`src/hw/pwr_consts.svh`:
```
// Constants for the power-mode controller: offsets, fields, resets, timing.
// Assumes a 40 MHz system clock and an 8-bit register port.
`ifndef PWR_CONSTS_SVH
`define PWR_CONSTS_SVH

// ==========================================================
// Timing
`define CLK_HZ 40000000
`define US_CYCLES(us) ((us) * (`CLK_HZ / 1000000))
`define DBNC_SHORT_US 31250
`define DBNC_MID_US 125000
`define DBNC_LONG_US 750000
`define LONG_PRESS_US 4000000
`define CNT_W 28

// ==========================================================
// Register offsets
`define REG_CTRL 8'h00
`define REG_KEEPON 8'h01
`define REG_SP_BUCK1 8'h02
`define REG_SP_BUCK2 8'h03
`define REG_SP_BUCK3 8'h04
`define REG_IRQ_MASK 8'h05
`define REG_STATUS 8'h06

// ==========================================================
// Fields
`define CTRL_MODE 0
`define CTRL_LPOFF 1
`define CTRL_RESTART 2
`define CTRL_DBNC 3
`define CTRL_STBYINV 5
`define STAT_FLAG 0
`define STAT_SENSE 1
`define STAT_STATE 2

// ==========================================================
// Reset values
`define CTRL_RST 6'h00
`define KEEPON_RST 3'h0
`define SP1_RST 6'h00
`define SP_RST 7'h00
`define MASK_RST 5'h00

// ==========================================================
// State codes seen in status
`define SC_COIN 3'h0
`define SC_OFF 3'h1
`define SC_SLEEP 3'h2
`define SC_STBY 3'h3
`define SC_ON 3'h4

`endif

```
`src/hw/pwr_pkg.sv`:
```
// Types for the power-mode controller.
// Assumes pwr_consts.svh is on the include path.
`include "pwr_consts.svh"

package pwr_pkg;
	typedef enum logic [2:0] {ST_COIN, ST_OFF, ST_SLEEP, ST_STBY, ST_ON}
		pwr_state_t;
	typedef logic [`CNT_W-1:0] dcount_t;
endpackage

```
`src/hw/btn_if.sv`:
```
// Link between the state controller and the button timer.
// Assumes both ends run on clk_sys.
interface btn_if;
	import pwr_pkg::*;
	logic btn;
	dcount_t on_lim;
	dcount_t fall_lim;
	dcount_t rise_lim;
	dcount_t long_lim;
	logic press_evt;
	logic fall_evt;
	logic rise_evt;
	logic long_evt;
	modport timer (input btn, on_lim, fall_lim, rise_lim, long_lim,
		output press_evt, fall_evt, rise_evt, long_evt);
	modport ctrl (output btn, on_lim, fall_lim, rise_lim, long_lim,
		input press_evt, fall_evt, rise_evt, long_evt);
endinterface

```
`src/hw/btn_timer.sv`:
```
// Button stability timer: counts cycles at the current level, pulses events.
// Assumes the button level arrives already synchronised.
module btn_timer
	import pwr_pkg::*;
(
	input wire logic clk_sys,
	input wire logic srst,
	btn_if.timer bt
);
	dcount_t cnt_q;
	dcount_t cnt_d;
	logic lvl_q;
	wire changed = bt.btn != lvl_q;
	wire at_max = &cnt_q;
	wire low_now = !bt.btn;

	// ==========================================================
	// Counter
	assign cnt_d = changed ? '0 : (at_max ? cnt_q : cnt_q + 1'b1);

	always_ff @(posedge clk_sys) begin
		if (srst) begin
			lvl_q <= 1'b1;
			cnt_q <= '0;
		end else begin
			lvl_q <= bt.btn;
			cnt_q <= cnt_d;
		end
	end

	// ==========================================================
	// Events
	assign bt.press_evt = low_now && cnt_d == bt.on_lim;
	assign bt.fall_evt = low_now && cnt_d == bt.fall_lim;
	assign bt.rise_evt = !low_now && cnt_d == bt.rise_lim;
	assign bt.long_evt = low_now && cnt_d == bt.long_lim;
endmodule

```
`src/hw/pwr_mode_ctrl.sv`:
```
// Power-mode state controller with register port and button timing.
// Assumes srst is the backup-rail power-on reset and inputs are async pins.
//
// How it works
// - ON or Standby goes to Sleep on button release with a keep-on bit set
// - Sleep returns to ON on button assertion with input voltage valid
// - Sleep uses latched 6-bit and 7-bit sleep set points until turn-on
// - Interrupt output stays live in Sleep for unmasked faults
// - Keep-on bit 0 turns a buck off in Sleep, 1 keeps it in PFM
// - Coin-Cell ignores every turn-on event
// - Coin-Cell goes to OFF only when input voltage is valid
// - Host reset is held low throughout Coin-Cell
// - Backup power loss resets everything, all control bits to defaults
// - OFF or Sleep turn on by level high or debounced press under 4 s
// - Release or long press with any keep-on bit goes to Sleep
// - Release or long press with no keep-on bit goes to OFF
// - Mode bit 0 is level active-high, 1 is mechanical switch
// - Level mode turn-on sets the button event flag
// - Switch mode falling-edge turn-on sets the button event flag
// - Level high before voltage is valid turns on once voltage rises
// - Bucks kept on in Sleep stay on into ON without restart
// - Sense bit is the live undebounced button level
// - Switch mode raises event flag on debounced falling and rising edges
// - Debounce select sets turn-on and falling debounce, rising fixed
// - Event flag holds until software clears it or state is OFF
// - Auto restart turns a long-press power-off into a restart
// - Thermal shutdown forces OFF and blocks turn-on while hot
// - ON enters Standby on corrected standby input, returns on release
// - Input voltage below threshold sends any powered state to Coin-Cell
// - Host reset high in ON, low in OFF
`include "pwr_consts.svh"

module pwr_mode_ctrl
	import pwr_pkg::*;
#(
	parameter int DBNC_SHORT_CYC = `US_CYCLES(`DBNC_SHORT_US),
	parameter int DBNC_MID_CYC = `US_CYCLES(`DBNC_MID_US),
	parameter int DBNC_LONG_CYC = `US_CYCLES(`DBNC_LONG_US),
	parameter int LONG_PRESS_CYC = `US_CYCLES(`LONG_PRESS_US)
)
(
	input wire logic clk_sys,
	input wire logic srst,
	input wire logic [7:0] reg_addr,
	input wire logic [7:0] reg_wdata,
	input wire logic reg_wr,
	input wire logic reg_rd,
	output logic [7:0] reg_rdata,
	input wire logic power_button_input,
	input wire logic standby_in,
	input wire logic vin_above_uv,
	input wire logic thermal_shutdown,
	input wire logic [3:0] fault_in,
	output logic irq_out_n,
	output logic host_reset_out_n,
	output logic [2:0] buck_enable,
	output logic [2:0] buck_pfm,
	output logic buck_sleep_sel,
	output logic [2:0] buck_startup_req,
	output logic [5:0] buck1_sleep_setpoint,
	output logic [6:0] buck2_sleep_setpoint,
	output logic [6:0] buck3_sleep_setpoint,
	output logic [2:0] power_state
);
	localparam int SYNC_W = 8;

	btn_if bt ();

	logic [SYNC_W-1:0] meta_q;
	logic [SYNC_W-1:0] sync_q;
	logic [5:0] ctrl_q;
	logic [2:0] sleep_keep_on_select;
	logic [5:0] sp1_q;
	logic [6:0] sp2_q;
	logic [6:0] sp3_q;
	logic [4:0] mask_q;
	logic button_event_flag;
	logic flag_d;
	logic restart_q;
	logic restart_d;
	pwr_state_t state_q;
	pwr_state_t state_d;
	logic [2:0] state_code;
	logic [2:0] next_code;
	logic [7:0] rd_mux;

	// ==========================================================
	// Input synchronisers
	wire [SYNC_W-1:0] raw_in = {fault_in, thermal_shutdown, vin_above_uv,
		standby_in, power_button_input};

	generate
		for (genvar i = 0; i < SYNC_W; i++) begin : g_sync
			always_ff @(posedge clk_sys) begin
				if (srst) begin
					meta_q[i] <= 1'b0;
					sync_q[i] <= 1'b0;
				end else begin
					meta_q[i] <= raw_in[i];
					sync_q[i] <= meta_q[i];
				end
			end
		end
	endgenerate

	wire btn_s = sync_q[0];
	wire vin_s = sync_q[2];
	wire tsd_s = sync_q[3];
	wire [3:0] fault_s = sync_q[7:4];
	wire stby_ctl = sync_q[1] ^ ctrl_q[`CTRL_STBYINV];

	// ==========================================================
	// Control decode
	wire button_mode_select = ctrl_q[`CTRL_MODE];
	wire long_press_off_enable = ctrl_q[`CTRL_LPOFF];
	wire auto_restart_enable = ctrl_q[`CTRL_RESTART];
	wire [1:0] button_debounce_select = ctrl_q[`CTRL_DBNC+1:`CTRL_DBNC];
	wire any_keep = |sleep_keep_on_select;
	wire powered = state_q == ST_SLEEP || state_q == ST_STBY
		|| state_q == ST_ON;
	wire can_wake = state_q == ST_OFF || state_q == ST_SLEEP;

	// ==========================================================
	// Button timer
	wire dcount_t lim_short = dcount_t'(DBNC_SHORT_CYC);
	wire dcount_t lim_mid = dcount_t'(DBNC_MID_CYC);
	wire dcount_t lim_long = dcount_t'(DBNC_LONG_CYC);

	assign bt.btn = btn_s;
	assign bt.on_lim = button_debounce_select == 2'h0 ? '0 :
		button_debounce_select == 2'h1 ? lim_short :
		button_debounce_select == 2'h2 ? lim_mid : lim_long;
	assign bt.fall_lim = button_debounce_select == 2'h2 ? lim_mid :
		button_debounce_select == 2'h3 ? lim_long : lim_short;
	assign bt.rise_lim = lim_short;
	assign bt.long_lim = dcount_t'(LONG_PRESS_CYC);

	btn_timer u_btn_timer (
		.clk_sys(clk_sys),
		.srst(srst),
		.bt(bt)
	);

	// ==========================================================
	// Turn-on and turn-off qualification
	wire level_on = !button_mode_select && btn_s;
	wire switch_on = button_mode_select && bt.press_evt;
	wire on_req = vin_s && !tsd_s
		&& (level_on || switch_on);
	wire long_off = button_mode_select && long_press_off_enable
		&& bt.long_evt;
	wire off_req = button_mode_select ? long_off : !btn_s;
	wire restart_go = long_off && auto_restart_enable;

	// ==========================================================
	// State machine
	always_comb begin
		state_d = state_q;
		case (state_q)
			ST_COIN: begin
				// Turn-on requests are never decoded here
				if (vin_s) begin
					state_d = ST_OFF;
				end
			end
			ST_OFF: begin
				if (!vin_s) begin
					state_d = ST_COIN;
				end else if (restart_q && !tsd_s) begin
					state_d = ST_ON;
				end else if (on_req) begin
					state_d = ST_ON;
				end
			end
			ST_SLEEP: begin
				if (!vin_s) begin
					state_d = ST_COIN;
				end else if (tsd_s) begin
					state_d = ST_OFF;
				end else if (on_req) begin
					state_d = ST_ON;
				end else if (long_off) begin
					state_d = ST_OFF;
				end
			end
			ST_STBY, ST_ON: begin
				if (!vin_s) begin
					state_d = ST_COIN;
				end else if (tsd_s) begin
					state_d = ST_OFF;
				end else if (off_req && any_keep) begin
					state_d = ST_SLEEP;
				end else if (off_req) begin
					state_d = ST_OFF;
				end else if (state_q == ST_ON && stby_ctl) begin
					state_d = ST_STBY;
				end else if (state_q == ST_STBY && !stby_ctl) begin
					state_d = ST_ON;
				end
			end
			default: begin
				state_d = ST_COIN;
			end
		endcase
	end

	// Restart request survives one pass through OFF
	assign restart_d = state_q == ST_COIN ? 1'b0 :
		(powered && state_d == ST_OFF && restart_go) ? 1'b1 :
		(state_q == ST_OFF && state_d == ST_ON) ? 1'b0 : restart_q;

	always_ff @(posedge clk_sys) begin
		if (srst) begin
			state_q <= ST_COIN;
			restart_q <= 1'b0;
		end else begin
			state_q <= state_d;
			restart_q <= restart_d;
		end
	end

	// ==========================================================
	// Button event flag
	wire wr_status = reg_wr && reg_addr == `REG_STATUS;
	wire flag_clr = (wr_status && reg_wdata[`STAT_FLAG])
		|| state_q == ST_OFF;
	wire edge_set = button_mode_select && (bt.fall_evt || bt.rise_evt);
	wire wake_set = can_wake && on_req;
	wire flag_set = state_q != ST_COIN && (edge_set || wake_set);
	assign flag_d = flag_set || (button_event_flag && !flag_clr);

	// ==========================================================
	// Registers
	wire wr_ctrl = reg_wr && reg_addr == `REG_CTRL;
	wire wr_keep = reg_wr && reg_addr == `REG_KEEPON;
	wire wr_sp1 = reg_wr && reg_addr == `REG_SP_BUCK1;
	wire wr_sp2 = reg_wr && reg_addr == `REG_SP_BUCK2;
	wire wr_sp3 = reg_wr && reg_addr == `REG_SP_BUCK3;
	wire wr_mask = reg_wr && reg_addr == `REG_IRQ_MASK;

	always_ff @(posedge clk_sys) begin
		if (srst) begin
			ctrl_q <= `CTRL_RST;
			sleep_keep_on_select <= `KEEPON_RST;
			sp1_q <= `SP1_RST;
			sp2_q <= `SP_RST;
			sp3_q <= `SP_RST;
			mask_q <= `MASK_RST;
			button_event_flag <= 1'b0;
		end else begin
			if (wr_ctrl) ctrl_q <= reg_wdata[5:0];
			if (wr_keep) sleep_keep_on_select <= reg_wdata[2:0];
			if (wr_sp1) sp1_q <= reg_wdata[5:0];
			if (wr_sp2) sp2_q <= reg_wdata[6:0];
			if (wr_sp3) sp3_q <= reg_wdata[6:0];
			if (wr_mask) mask_q <= reg_wdata[4:0];
			button_event_flag <= flag_d;
		end
	end

	always_comb begin
		case (state_q)
			ST_COIN: state_code = `SC_COIN;
			ST_OFF: state_code = `SC_OFF;
			ST_SLEEP: state_code = `SC_SLEEP;
			ST_STBY: state_code = `SC_STBY;
			ST_ON: state_code = `SC_ON;
			default: state_code = `SC_COIN;
		endcase
	end

	always_comb begin
		case (state_d)
			ST_COIN: next_code = `SC_COIN;
			ST_OFF: next_code = `SC_OFF;
			ST_SLEEP: next_code = `SC_SLEEP;
			ST_STBY: next_code = `SC_STBY;
			ST_ON: next_code = `SC_ON;
			default: next_code = `SC_COIN;
		endcase
	end

	wire [7:0] status_word = {3'h0, state_code, btn_s,
		button_event_flag};
	assign rd_mux =
		reg_addr == `REG_CTRL ? {2'h0, ctrl_q} :
		reg_addr == `REG_KEEPON ? {5'h00, sleep_keep_on_select} :
		reg_addr == `REG_SP_BUCK1 ? {2'h0, sp1_q} :
		reg_addr == `REG_SP_BUCK2 ? {1'b0, sp2_q} :
		reg_addr == `REG_SP_BUCK3 ? {1'b0, sp3_q} :
		reg_addr == `REG_IRQ_MASK ? {3'h0, mask_q} :
		reg_addr == `REG_STATUS ? status_word : 8'h00;

	always_ff @(posedge clk_sys) begin
		if (srst) begin
			reg_rdata <= 8'h00;
		end else begin
			reg_rdata <= reg_rd ? rd_mux : 8'h00;
		end
	end

	// ==========================================================
	// Outputs
	wire irq_live = (button_event_flag && !mask_q[0])
		|| |(fault_s & ~mask_q[4:1]);
	wire host_up = state_d == ST_ON || state_d == ST_STBY;
	wire powered_next = state_d == ST_SLEEP || state_d == ST_STBY
		|| state_d == ST_ON;
	wire to_sleep = state_d == ST_SLEEP && state_q != ST_SLEEP;
	wire run_next = state_d == ST_ON || state_d == ST_STBY;
	wire [2:0] en_next = run_next ? 3'h7 :
		state_d == ST_SLEEP ? sleep_keep_on_select : 3'h0;
	wire wake_edge = can_wake && state_d == ST_ON;

	always_ff @(posedge clk_sys) begin
		if (srst) begin
			irq_out_n <= 1'b1;
			host_reset_out_n <= 1'b0;
			buck_enable <= 3'h0;
			buck_pfm <= 3'h0;
			buck_sleep_sel <= 1'b0;
			buck_startup_req <= 3'h0;
			buck1_sleep_setpoint <= `SP1_RST;
			buck2_sleep_setpoint <= `SP_RST;
			buck3_sleep_setpoint <= `SP_RST;
			power_state <= `SC_COIN;
		end else begin
			irq_out_n <= !(powered_next && irq_live);
			host_reset_out_n <= host_up;
			buck_enable <= en_next;
			buck_pfm <= state_d == ST_SLEEP ? sleep_keep_on_select
				: 3'h0;
			buck_sleep_sel <= state_d == ST_SLEEP;
			buck_startup_req <= wake_edge ? ~buck_enable : 3'h0;
			if (to_sleep) begin
				buck1_sleep_setpoint <= sp1_q;
				buck2_sleep_setpoint <= sp2_q;
				buck3_sleep_setpoint <= sp3_q;
			end
			power_state <= next_code;
		end
	end
endmodule

```
`config.mk`:
```
export PLATFORM = sky130hd
export DESIGN_NAME = pwr_mode_ctrl
export DESIGN_NICKNAME = d
export VERILOG_FILES = /design/src/hw/pwr_pkg.sv /design/src/hw/btn_if.sv /design/src/hw/btn_timer.sv /design/src/hw/pwr_mode_ctrl.sv
export VERILOG_INCLUDE_DIRS = /design/src /design/src/hw
export SDC_FILE = /design/constraint.sdc
export NUM_CORES = 1
export LEC_CHECK = 0
export BUFFER_PORTS_ARGS = -buffer_cell sky130_fd_sc_hd__buf_2
export CORE_UTILIZATION = 53
export CTS_CLUSTER_SIZE = 30
export DETAILED_ROUTE_END_ITERATION = 7
export HOLD_SLACK_MARGIN = 0.1
export PLACE_DENSITY = 0.77
export SLEW_MARGIN = 20
export SYNTH_ARGS = -nofsm -noshare
export SYNTH_HDL_FRONTEND = slang
export SYNTH_SLANG_ARGS = --single-unit
```
`constraint.sdc`:
```
create_clock -name clk_sys -period 3.65 [get_ports clk_sys]
set_clock_uncertainty 0.1 [all_clocks]
set_input_delay 0.1825 -clock clk_sys [delete_from_list [all_inputs] [get_ports clk_sys]]
set_output_delay 0.1825 -clock clk_sys [all_outputs]
set_load 0.02 [all_outputs]
```
Word-level counts from Yosys, hierarchy flattened

Cells that the tools add are included.

Register bits after elaboration: 127
Logic and storage cells: 173
Output and inout port bits: 43

Eq/ne operators: 23
Reductions and logical operators: 67
Add/sub/neg operators: 1
Bitwise operators: 6
Multiplexer cells: 36

Operator list:

| cell                                                  | count |
|---|---|
| 2-to-1 mux 25 bit                                     | 5 |
| equality test 28 x 25 -> 1 bit                        | 2 |
| 2-to-1 mux 28 bit                                     | 2 |
| 2-to-1 mux 3 bit                                      | 16 |
| case mux 3 bit (4 select lines)                       | 3 |
| logical AND 1 bit                                     | 34 |
| adder 28 x 1 -> 28 bit, second input constant         | 1 |
| equality test 28 x 21 -> 1 bit, second input constant | 1 |
| equality test 28 bit, second input constant           | 1 |
| AND reduction 28 bit                                  | 1 |
| equality test 8 x 3 -> 1 bit, second input constant   | 3 |
| 2-to-1 mux 6 bit                                      | 3 |
| equality test 8 x 2 -> 1 bit, second input constant   | 2 |
| 2-to-1 mux 7 bit                                      | 2 |
| equality test 3 x 2 -> 1 bit, second input constant   | 4 |
| logical OR 1 bit                                      | 12 |
| 2-to-1 mux 5 bit                                      | 2 |
| equality test 8 x 1 -> 1 bit, second input constant   | 1 |
| logical NOT 8 bit                                     | 1 |
| OR reduction 2 bit                                    | 4 |
| OR reduction 8 bit                                    | 1 |
| logical NOT 1 bit                                     | 7 |
| equality test 3 x 1 -> 1 bit, second input constant   | 2 |
| equality test 3 bit, second input constant            | 2 |
| 17 further kinds                                      | 21 |

Logic depth before layout (Yosys ltp)

Depth after elaboration: 18
Mapped depth: 13
Depth with buffers taken out: 12

Modules after synthesis

From an unflattened synthesis, not the netlist that was laid out.

Cells, all modules: 1054
Area, all modules: 8485.6 um2

By module, submodules not included:

| module        | area an instance (um2) | cells an instance | times used | seq. area each (um2) |
|---|---|---|---|---|
| btn_timer     | 4285.4                 | 607               | 1          | 580.6 |
| pwr_mode_ctrl | 4200.3                 | 447               | 1          | 1941.9 |

Worst setup path before layout

Ideal clock, no wire load.

Path type: flip-flop to flip-flop
Start: register u_btn_timer.cnt_q[1]
End: register host_reset_out_n
Setup slack: -0.170 ns
Arrival time: 3.606 ns
Stages on the path, launching flop included: 12
Data required time: 3.436 ns
Cell sequence: dfxtp_1 ha_1 and3_1 nand2_1 nor4_2 mux2_4 or4_4 a2111oi_4 nand4_1 or3_4 a211o_4 a21o_1

Longest elaborated chain between the ends: 14
Elaborated cells between the ends (all ways): 29
Classes of those cells: add/sub: 1; eq/ne: 4; mux: 15; reduce/logical: 9

RTL lines:

| what                                                                   | RTL line                                                         | source |
|---|---|---|
| start, declared                                                        | btn_timer.sv:10                                                  | `dcount_t cnt_q;` |
| start signal, assigned                                                 | btn_timer.sv:27                                                  | `cnt_q <= cnt_d;` |
| adder 28 x 1 -> 28 bit or AND reduction 28 bit (tied branches)         | btn_timer.sv:19, btn_timer.sv:14                                 |  |
| 2-to-1 mux 28 bit * (2 in series)                                      | btn_timer.sv:19                                                  | `assign cnt_d = changed ? '0 : (at_max ? cnt_q : cnt_q + 1'b1);` |
| equality test 28 bit or equality test 28 x 25 -> 1 bit (tied branches) | btn_timer.sv:36, btn_timer.sv:33                                 |  |
| logical AND 1 bit, on equally long branches                            | btn_timer.sv:36, btn_timer.sv:33                                 |  |
| logical AND 1 bit, on equally long branches                            | pwr_mode_ctrl.sv:151, pwr_mode_ctrl.sv:147                       |  |
| 2-to-1 mux 1 bit or logical OR 1 bit (tied branches)                   | pwr_mode_ctrl.sv:152, pwr_mode_ctrl.sv:149                       |  |
| 2-to-1 mux 3 bit, or another cell as far along                         | pwr_mode_ctrl.sv:193                                             | `end else if (off_req) begin` |
| 2-to-1 mux 3 bit, on equally long branches                             | pwr_mode_ctrl.sv:191, pwr_mode_ctrl.sv:171, pwr_mode_ctrl.sv:180 |  |
| 2-to-1 mux 3 bit, on equally long branches                             | pwr_mode_ctrl.sv:189, pwr_mode_ctrl.sv:169, pwr_mode_ctrl.sv:178 |  |
| 2-to-1 mux 3 bit, on equally long branches                             | pwr_mode_ctrl.sv:187, pwr_mode_ctrl.sv:167, pwr_mode_ctrl.sv:176 |  |
| case mux 3 bit (4 select lines) *                                      | pwr_mode_ctrl.sv:159                                             | `case (state_q)` |
| equality test 3 bit or equality test 3 x 2 -> 1 bit (tied branches)    | pwr_mode_ctrl.sv:306                                             | `wire host_up = state_d == ST_ON \|\| state_d == ST_STBY;` |
| logical OR 1 bit *                                                     | pwr_mode_ctrl.sv:306                                             |  |
| end signal, assigned                                                   | pwr_mode_ctrl.sv:329                                             | `host_reset_out_n <= host_up;` |
| end, declared                                                          | pwr_mode_ctrl.sv:55                                              | `output logic host_reset_out_n,` |

Mark *: on every way between the ends. The rest lies on a longest branch, timed or not.
A chain may end at the register's enable or synchronous reset.

Worst setup path after layout

Start: register u_btn_timer.cnt_q[26]
End: register buck_pfm[2]

Longest elaborated chain between the ends: 14
Elaborated cells between the ends (all ways): 28
Classes of those cells: add/sub: 1; eq/ne: 3; mux: 16; reduce/logical: 8

RTL lines:

| what                                                                   | RTL line                                                         | source |
|---|---|---|
| adder 28 x 1 -> 28 bit or AND reduction 28 bit (tied branches)         | btn_timer.sv:19, btn_timer.sv:14                                 |  |
| 2-to-1 mux 28 bit * (2 in series)                                      | btn_timer.sv:19                                                  |  |
| equality test 28 bit or equality test 28 x 25 -> 1 bit (tied branches) | btn_timer.sv:36, btn_timer.sv:33                                 |  |
| logical AND 1 bit, on equally long branches                            | btn_timer.sv:36, btn_timer.sv:33                                 |  |
| logical AND 1 bit, on equally long branches                            | pwr_mode_ctrl.sv:151, pwr_mode_ctrl.sv:147                       |  |
| 2-to-1 mux 1 bit or logical OR 1 bit (tied branches)                   | pwr_mode_ctrl.sv:152, pwr_mode_ctrl.sv:149                       |  |
| 2-to-1 mux 3 bit, or another cell as far along                         | pwr_mode_ctrl.sv:193                                             |  |
| 2-to-1 mux 3 bit, on equally long branches                             | pwr_mode_ctrl.sv:191, pwr_mode_ctrl.sv:171, pwr_mode_ctrl.sv:180 |  |
| 2-to-1 mux 3 bit, on equally long branches                             | pwr_mode_ctrl.sv:189, pwr_mode_ctrl.sv:169, pwr_mode_ctrl.sv:178 |  |
| 2-to-1 mux 3 bit, on equally long branches                             | pwr_mode_ctrl.sv:187, pwr_mode_ctrl.sv:167, pwr_mode_ctrl.sv:176 |  |
| case mux 3 bit (4 select lines) *                                      | pwr_mode_ctrl.sv:159                                             |  |
| equality test 3 x 2 -> 1 bit *                                         | pwr_mode_ctrl.sv:331                                             | `buck_pfm <= state_d == ST_SLEEP ? sleep_keep_on_select` |
| 2-to-1 mux 3 bit *                                                     | --                                                               |  |
| end signal, assigned                                                   | pwr_mode_ctrl.sv:331                                             |  |
| end, declared                                                          | pwr_mode_ctrl.sv:57                                              | `output logic [2:0] buck_pfm,` |

Marked as above.

==> results <==
- The initial antenna violation count is 0.
- The routed layout has 6616 vias.
- The transition time of the tightest slew-check pin is 0.754 ns.
- The layout overhead on the synthesized area is 37.3%.
- After synthesis, the share of flip-flops with an asynchronous set or reset is 0%.
- The worst-case headroom to the max-slew limit is 49.7%.
- Data on the critical path is required at its endpoint by 3.88 ns.
- The post-placement cell count is 1038.
- The total leakage power is 3.40 nW.
- The number of CTS-inserted buffers is 17.
- The flop and latch count out of synthesis is 126.
- The type of element capturing the critical path is a flip-flop.
- The final count of hold timing violations was 0.
- The level count of the clock H-tree is 4.
- The count of synthesis-stage warnings from yosys is 0.
- Routability-driven placement finished with a final weighted congestion of 0.925.
- Clock-pin slew was measured on the worst setup and hold paths at 0.06 ns.
- Once routing completed, OpenROAD measured the worst setup slack at -0.104 ns.
- The total nets after synthesis is 788.
- The worst ir drop on vdd is 0.380 mV.
- The flow ran to the end, but the final reports show violations.
- Once detailed placement completed, the half-perimeter wirelength came to 14500 um.
- The overall global routing resource usage is 33.7%.
- The cell family contributing the most delay on the critical path is compound AO/OA/AOI/OAI gates.
- The critical path startpoint category is a flip-flop.
- The vias per cell is 6.03.
- The number of top-level design ports is 71.
- The number of rows in the core area is 39.
- The internal reg-to-reg setup slack is -0.10 ns.
- Once layout is complete, the cells apart from fillers number 1098.
- Among all flip-flop cells after synthesis, the most frequent one is sky130_fd_sc_hd__dfxtp_1.
- The final reports fail on setup timing.
- The count of nets left with antenna violations once routing finished came out at 0.
- Once the floorplan was initialized, standard cells occupied 54.5% of the core.
- Yosys mapped a number of flops with a built-in enable equal to 0.
- The per-instance average area after synthesis is 8.31 um^2.
- The tool flagged a number of max-cap violations equal to 0.
- The worst setup timing slack at the placement stage is -0.161 ns.
- Adding up every negative setup slack in the final design gives -0.375 ns.
- The die is 111 um wide.
- The number of pins with negative max-slew slack in the final report is 0.
- Clock latency on the worst-skew pair, taken at its later pin, is 0.42 ns.
- Summing all non-filler instances in the final layout gives an area of 8580 um^2.
- The area of the core region is 11500 um^2.
- The slowest stage of the critical path belongs to the cell sky130_fd_sc_hd__a2111oi_0.
- In this run the deepest clock path goes through 2 buffers.
- The data arrival at the endpoint of the critical path is 3.98 ns.
- The cell count after synthesis came out at 752.
- The final period utilization is 103%.
- The largest single stage delay on the critical path is 0.48 ns.
- The dominant cell type by count on the critical path is sky130_fd_sc_hd__buf_4.
- Entering global routing, the biggest net connects 77 pins.
- The clock sink count is 126.
- The part of the Yosys area used for sequential elements is 40.4%.
- Setup repair after global routing could not meet its margin everywhere.
- The fraction of final layout cells with drive strength greater than 1 is 31.5%.
- The number of global-route vias before repair is 6568.
- Setup violations remaining at the end of the flow were counted as 10.
- For this design the ratio of total power to cell area is 369 nW/um^2.
- The number of port buffers is 68.
- 0 antenna diodes ended up in the layout.
- The die area is 12200 um^2.
- The synthesized cell area is 6250 um^2.
- The smallest clock period supported by the final layout is computed as 3.75 ns.
- The first detailed-routing pass ran for 7 iterations.
- After the first detailed-routing iteration, the DRC count stood at 538.
- Of all nets on the critical path, the largest fanout is 7.
- The kind of path behind the tightest hold check is primary input to flip-flop.
- In this run, distinct cell masters in the synthesized netlist total 74.
- Static timing analysis puts the maximum clock frequency at 0.266 GHz.
- For this run, design rule violations remaining after detail routing come to 0.
- The placed standard-cell area is 7540 um^2.
- TritonCTS built the clock tree.
- The layout net count is 981.
- The height of the die is 111 um.
- Global routing finished with a remaining overflow of 0.
- The signal on the critical path passes through nand4_1 -> buf_6 -> buf_4 -> nor2_2 -> buf_4 -> buf_4 -> a2111oi_0 -> buf_4 -> xnor2_1 -> a21oi_2 -> a2111oi_4 -> nand4_1 -> or3_4 -> a211o_4 -> a211oi_4.
- Clock tree synthesis selected as its root buffer the cell sky130_fd_sc_hd__clkbuf_16.
- The first global-routing pass estimated 32500 um of wire.
- The critical path class is flip-flop to flip-flop.
- The final layout contains routed wiring with a total length of 20300 um.
- The number of buffers and inverters on the critical path is 5.
- The mean routed wirelength per cell is 18.5 um.
timing repair:
item,4_1_cts,5_1_grt
hold endpoints to repair,54,0
cloned,0,0
hold buffers,18,0
setup endpoints to repair,32,34
buffers inserted,9,4
resized for setup,33,29
pin swaps,9,12
cells by family (layout without fill, tap and decap cells):
kind of cell               Yosys count  count (layout)  share of synthesized area [%]
adders and majority gates            8               8                           1.60
buffers and inverters               69             272                           4.44
AOI/OAI and AO/OA                  152             152                           16.9
other                                1               1                         0.0600
DFF                                126             126                           40.4
muxes                               33              33                           5.41
and+or+nand+nor                    350             350                           29.4
xor gates and xnor gates            13              13                           1.82
final timing paths:
kind | end | start | cells past startpoint
setup / recovery | buck_pfm[2] | u_btn_timer.cnt_q[26] | 15
hold / removal | reg_rdata[6] | reg_addr[2] | 3
setup reg to reg | buck_pfm[2] | u_btn_timer.cnt_q[26] | 15
hold reg to reg | buck_startup_req[1] | buck_enable[1] | 1
cells in the final DEF (no fill, tap or decap), types with 7 or more instances in the layout:
| cell | instances |
|---|---|
| sky130_fd_sc_hd__and3_1 | 8 |
| sky130_fd_sc_hd__a22oi_1 | 10 |
| sky130_fd_sc_hd__mux2i_1 | 29 |
| sky130_fd_sc_hd__inv_1 | 24 |
| sky130_fd_sc_hd__or3_1 | 8 |
| sky130_fd_sc_hd__o21ai_0 | 15 |
| sky130_fd_sc_hd__nor2_1 | 70 |
| sky130_fd_sc_hd__dfxtp_2 | 14 |
| sky130_fd_sc_hd__buf_2 | 68 |
| sky130_fd_sc_hd__dfxtp_1 | 109 |
| sky130_fd_sc_hd__nand2b_1 | 11 |
| sky130_fd_sc_hd__clkbuf_16 | 17 |
| sky130_fd_sc_hd__nand4_1 | 17 |
| sky130_fd_sc_hd__xnor2_1 | 9 |
| sky130_fd_sc_hd__nor3_1 | 23 |
| sky130_fd_sc_hd__a21oi_1 | 58 |
| sky130_fd_sc_hd__a31oi_1 | 8 |
| sky130_fd_sc_hd__dlygate4sd3_1 | 18 |
| sky130_fd_sc_hd__ha_1 | 7 |
| sky130_fd_sc_hd__buf_4 | 127 |
| sky130_fd_sc_hd__nand3_1 | 52 |
| sky130_fd_sc_hd__nor2b_1 | 20 |
| sky130_fd_sc_hd__nand2_1 | 79 |
| sky130_fd_sc_hd__nor4_1 | 10 |
| sky130_fd_sc_hd__and2_1 | 7 |
worst reg2reg max path, delay by kind of cell, from the launching register on:
family,cells,cell delay [ns]
xor gates and xnor gates,1,0.16
and+or+nand+nor,4,0.79
AOI/OAI and AO/OA,5,1.56
DFF,1,0.32
buffers and inverters,5,0.73
area by class of cell:
| type | count | area, um^2 |
|---|---|---|
| clock inverter | 6 | 86.3 |
| multi-input combinational | 557 | 3660 |
| tap | 143 | 179 |
| fill | 826 | 2890 |
| sequential | 126 | 2550 |
| inverter | 25 | 93.8 |
| clock buffer | 23 | 468 |
| timing repair buffer | 218 | 1550 |
synth_stat cells, types with 4 or more instances:
library cell,instances,area share (%)
sky130_fd_sc_hd__a2111oi_0,5,0.70
sky130_fd_sc_hd__a211oi_1,5,0.60
sky130_fd_sc_hd__a21oi_1,60,4.8
sky130_fd_sc_hd__a222oi_1,4,0.64
sky130_fd_sc_hd__a22oi_1,10,1.2
sky130_fd_sc_hd__a31oi_1,9,0.90
sky130_fd_sc_hd__and2_1,7,0.70
sky130_fd_sc_hd__and3_1,9,0.90
sky130_fd_sc_hd__and4_1,9,1.3
sky130_fd_sc_hd__buf_2,9,0.72
sky130_fd_sc_hd__clkbuf_1,31,1.9
sky130_fd_sc_hd__dfxtp_1,126,40
sky130_fd_sc_hd__ha_1,8,1.6
sky130_fd_sc_hd__inv_1,25,1.5
sky130_fd_sc_hd__mux2i_1,30,4.8
sky130_fd_sc_hd__nand2_1,80,4.8
sky130_fd_sc_hd__nand2b_1,11,1.1
sky130_fd_sc_hd__nand3_1,53,4.2
sky130_fd_sc_hd__nand4_1,17,1.7
sky130_fd_sc_hd__nor2_1,72,4.3
sky130_fd_sc_hd__nor2b_1,20,2.0
sky130_fd_sc_hd__nor3_1,27,2.2
sky130_fd_sc_hd__nor4_1,13,1.3
sky130_fd_sc_hd__o21ai_0,17,1.4
sky130_fd_sc_hd__or3_1,10,1.0
sky130_fd_sc_hd__xnor2_1,9,1.3
sky130_fd_sc_hd__xor2_1,4,0.56
through the flow:
| stage | util, % | hold slack, ns | power, W |
|---|---|---|---|
| 3_3_place_gp | 65.8 | 0.294 | 0.00155 |
| 5_1_grt | 74.8 | 0.140 | 0.00324 |
| 2_1_floorplan | - | 0.211 | 0.00150 |
| 4_1_cts | 73.6 | 0.102 | 0.00317 |
| 6_report | 74.8 | 0.127 | 0.00317 |
| 3_5_place_dp | 65.8 | 0.294 | 0.00156 |
state kept, by name, indices dropped and copies added (netlist names), 3 cells and up:
register              count
meta_q                    8
mask_q                    5
buck_pfm                  3
fault_s                   4
buck3_sleep_setpoint      7
reg_rdata                 7
sp2_q                     7
sleep_keep_on_select      3
buck_enable               3
u_btn_timer.cnt_q        28
ctrl_q                    6
sp3_q                     7
power_state               3
state_q                   3
buck_startup_req          3
buck1_sleep_setpoint      6
buck2_sleep_setpoint      7
sp1_q                     6
power breakdown:
group	switching (W)	internal (W)	total, W
Combinational	0.0000983	0.0000610	0.000159
Sequential	0.00000742	0.00139	0.00139
Clock	0.000585	0.00103	0.00161
Total	0.000691	0.00247	0.00317
routing by layer:
layer / global-route usage, % / vias to the layer above / share of wire [%]
met1: 38.0 / 3119 / 38
met5: 0 / - / 0
li1: - / 3108 / -
met2: 58.4 / 308 / 50
met3: 7.35 / 81 / 6.6
met4: 19.3 / 0 / 5.3
Power figures use the tool's default switching activity.
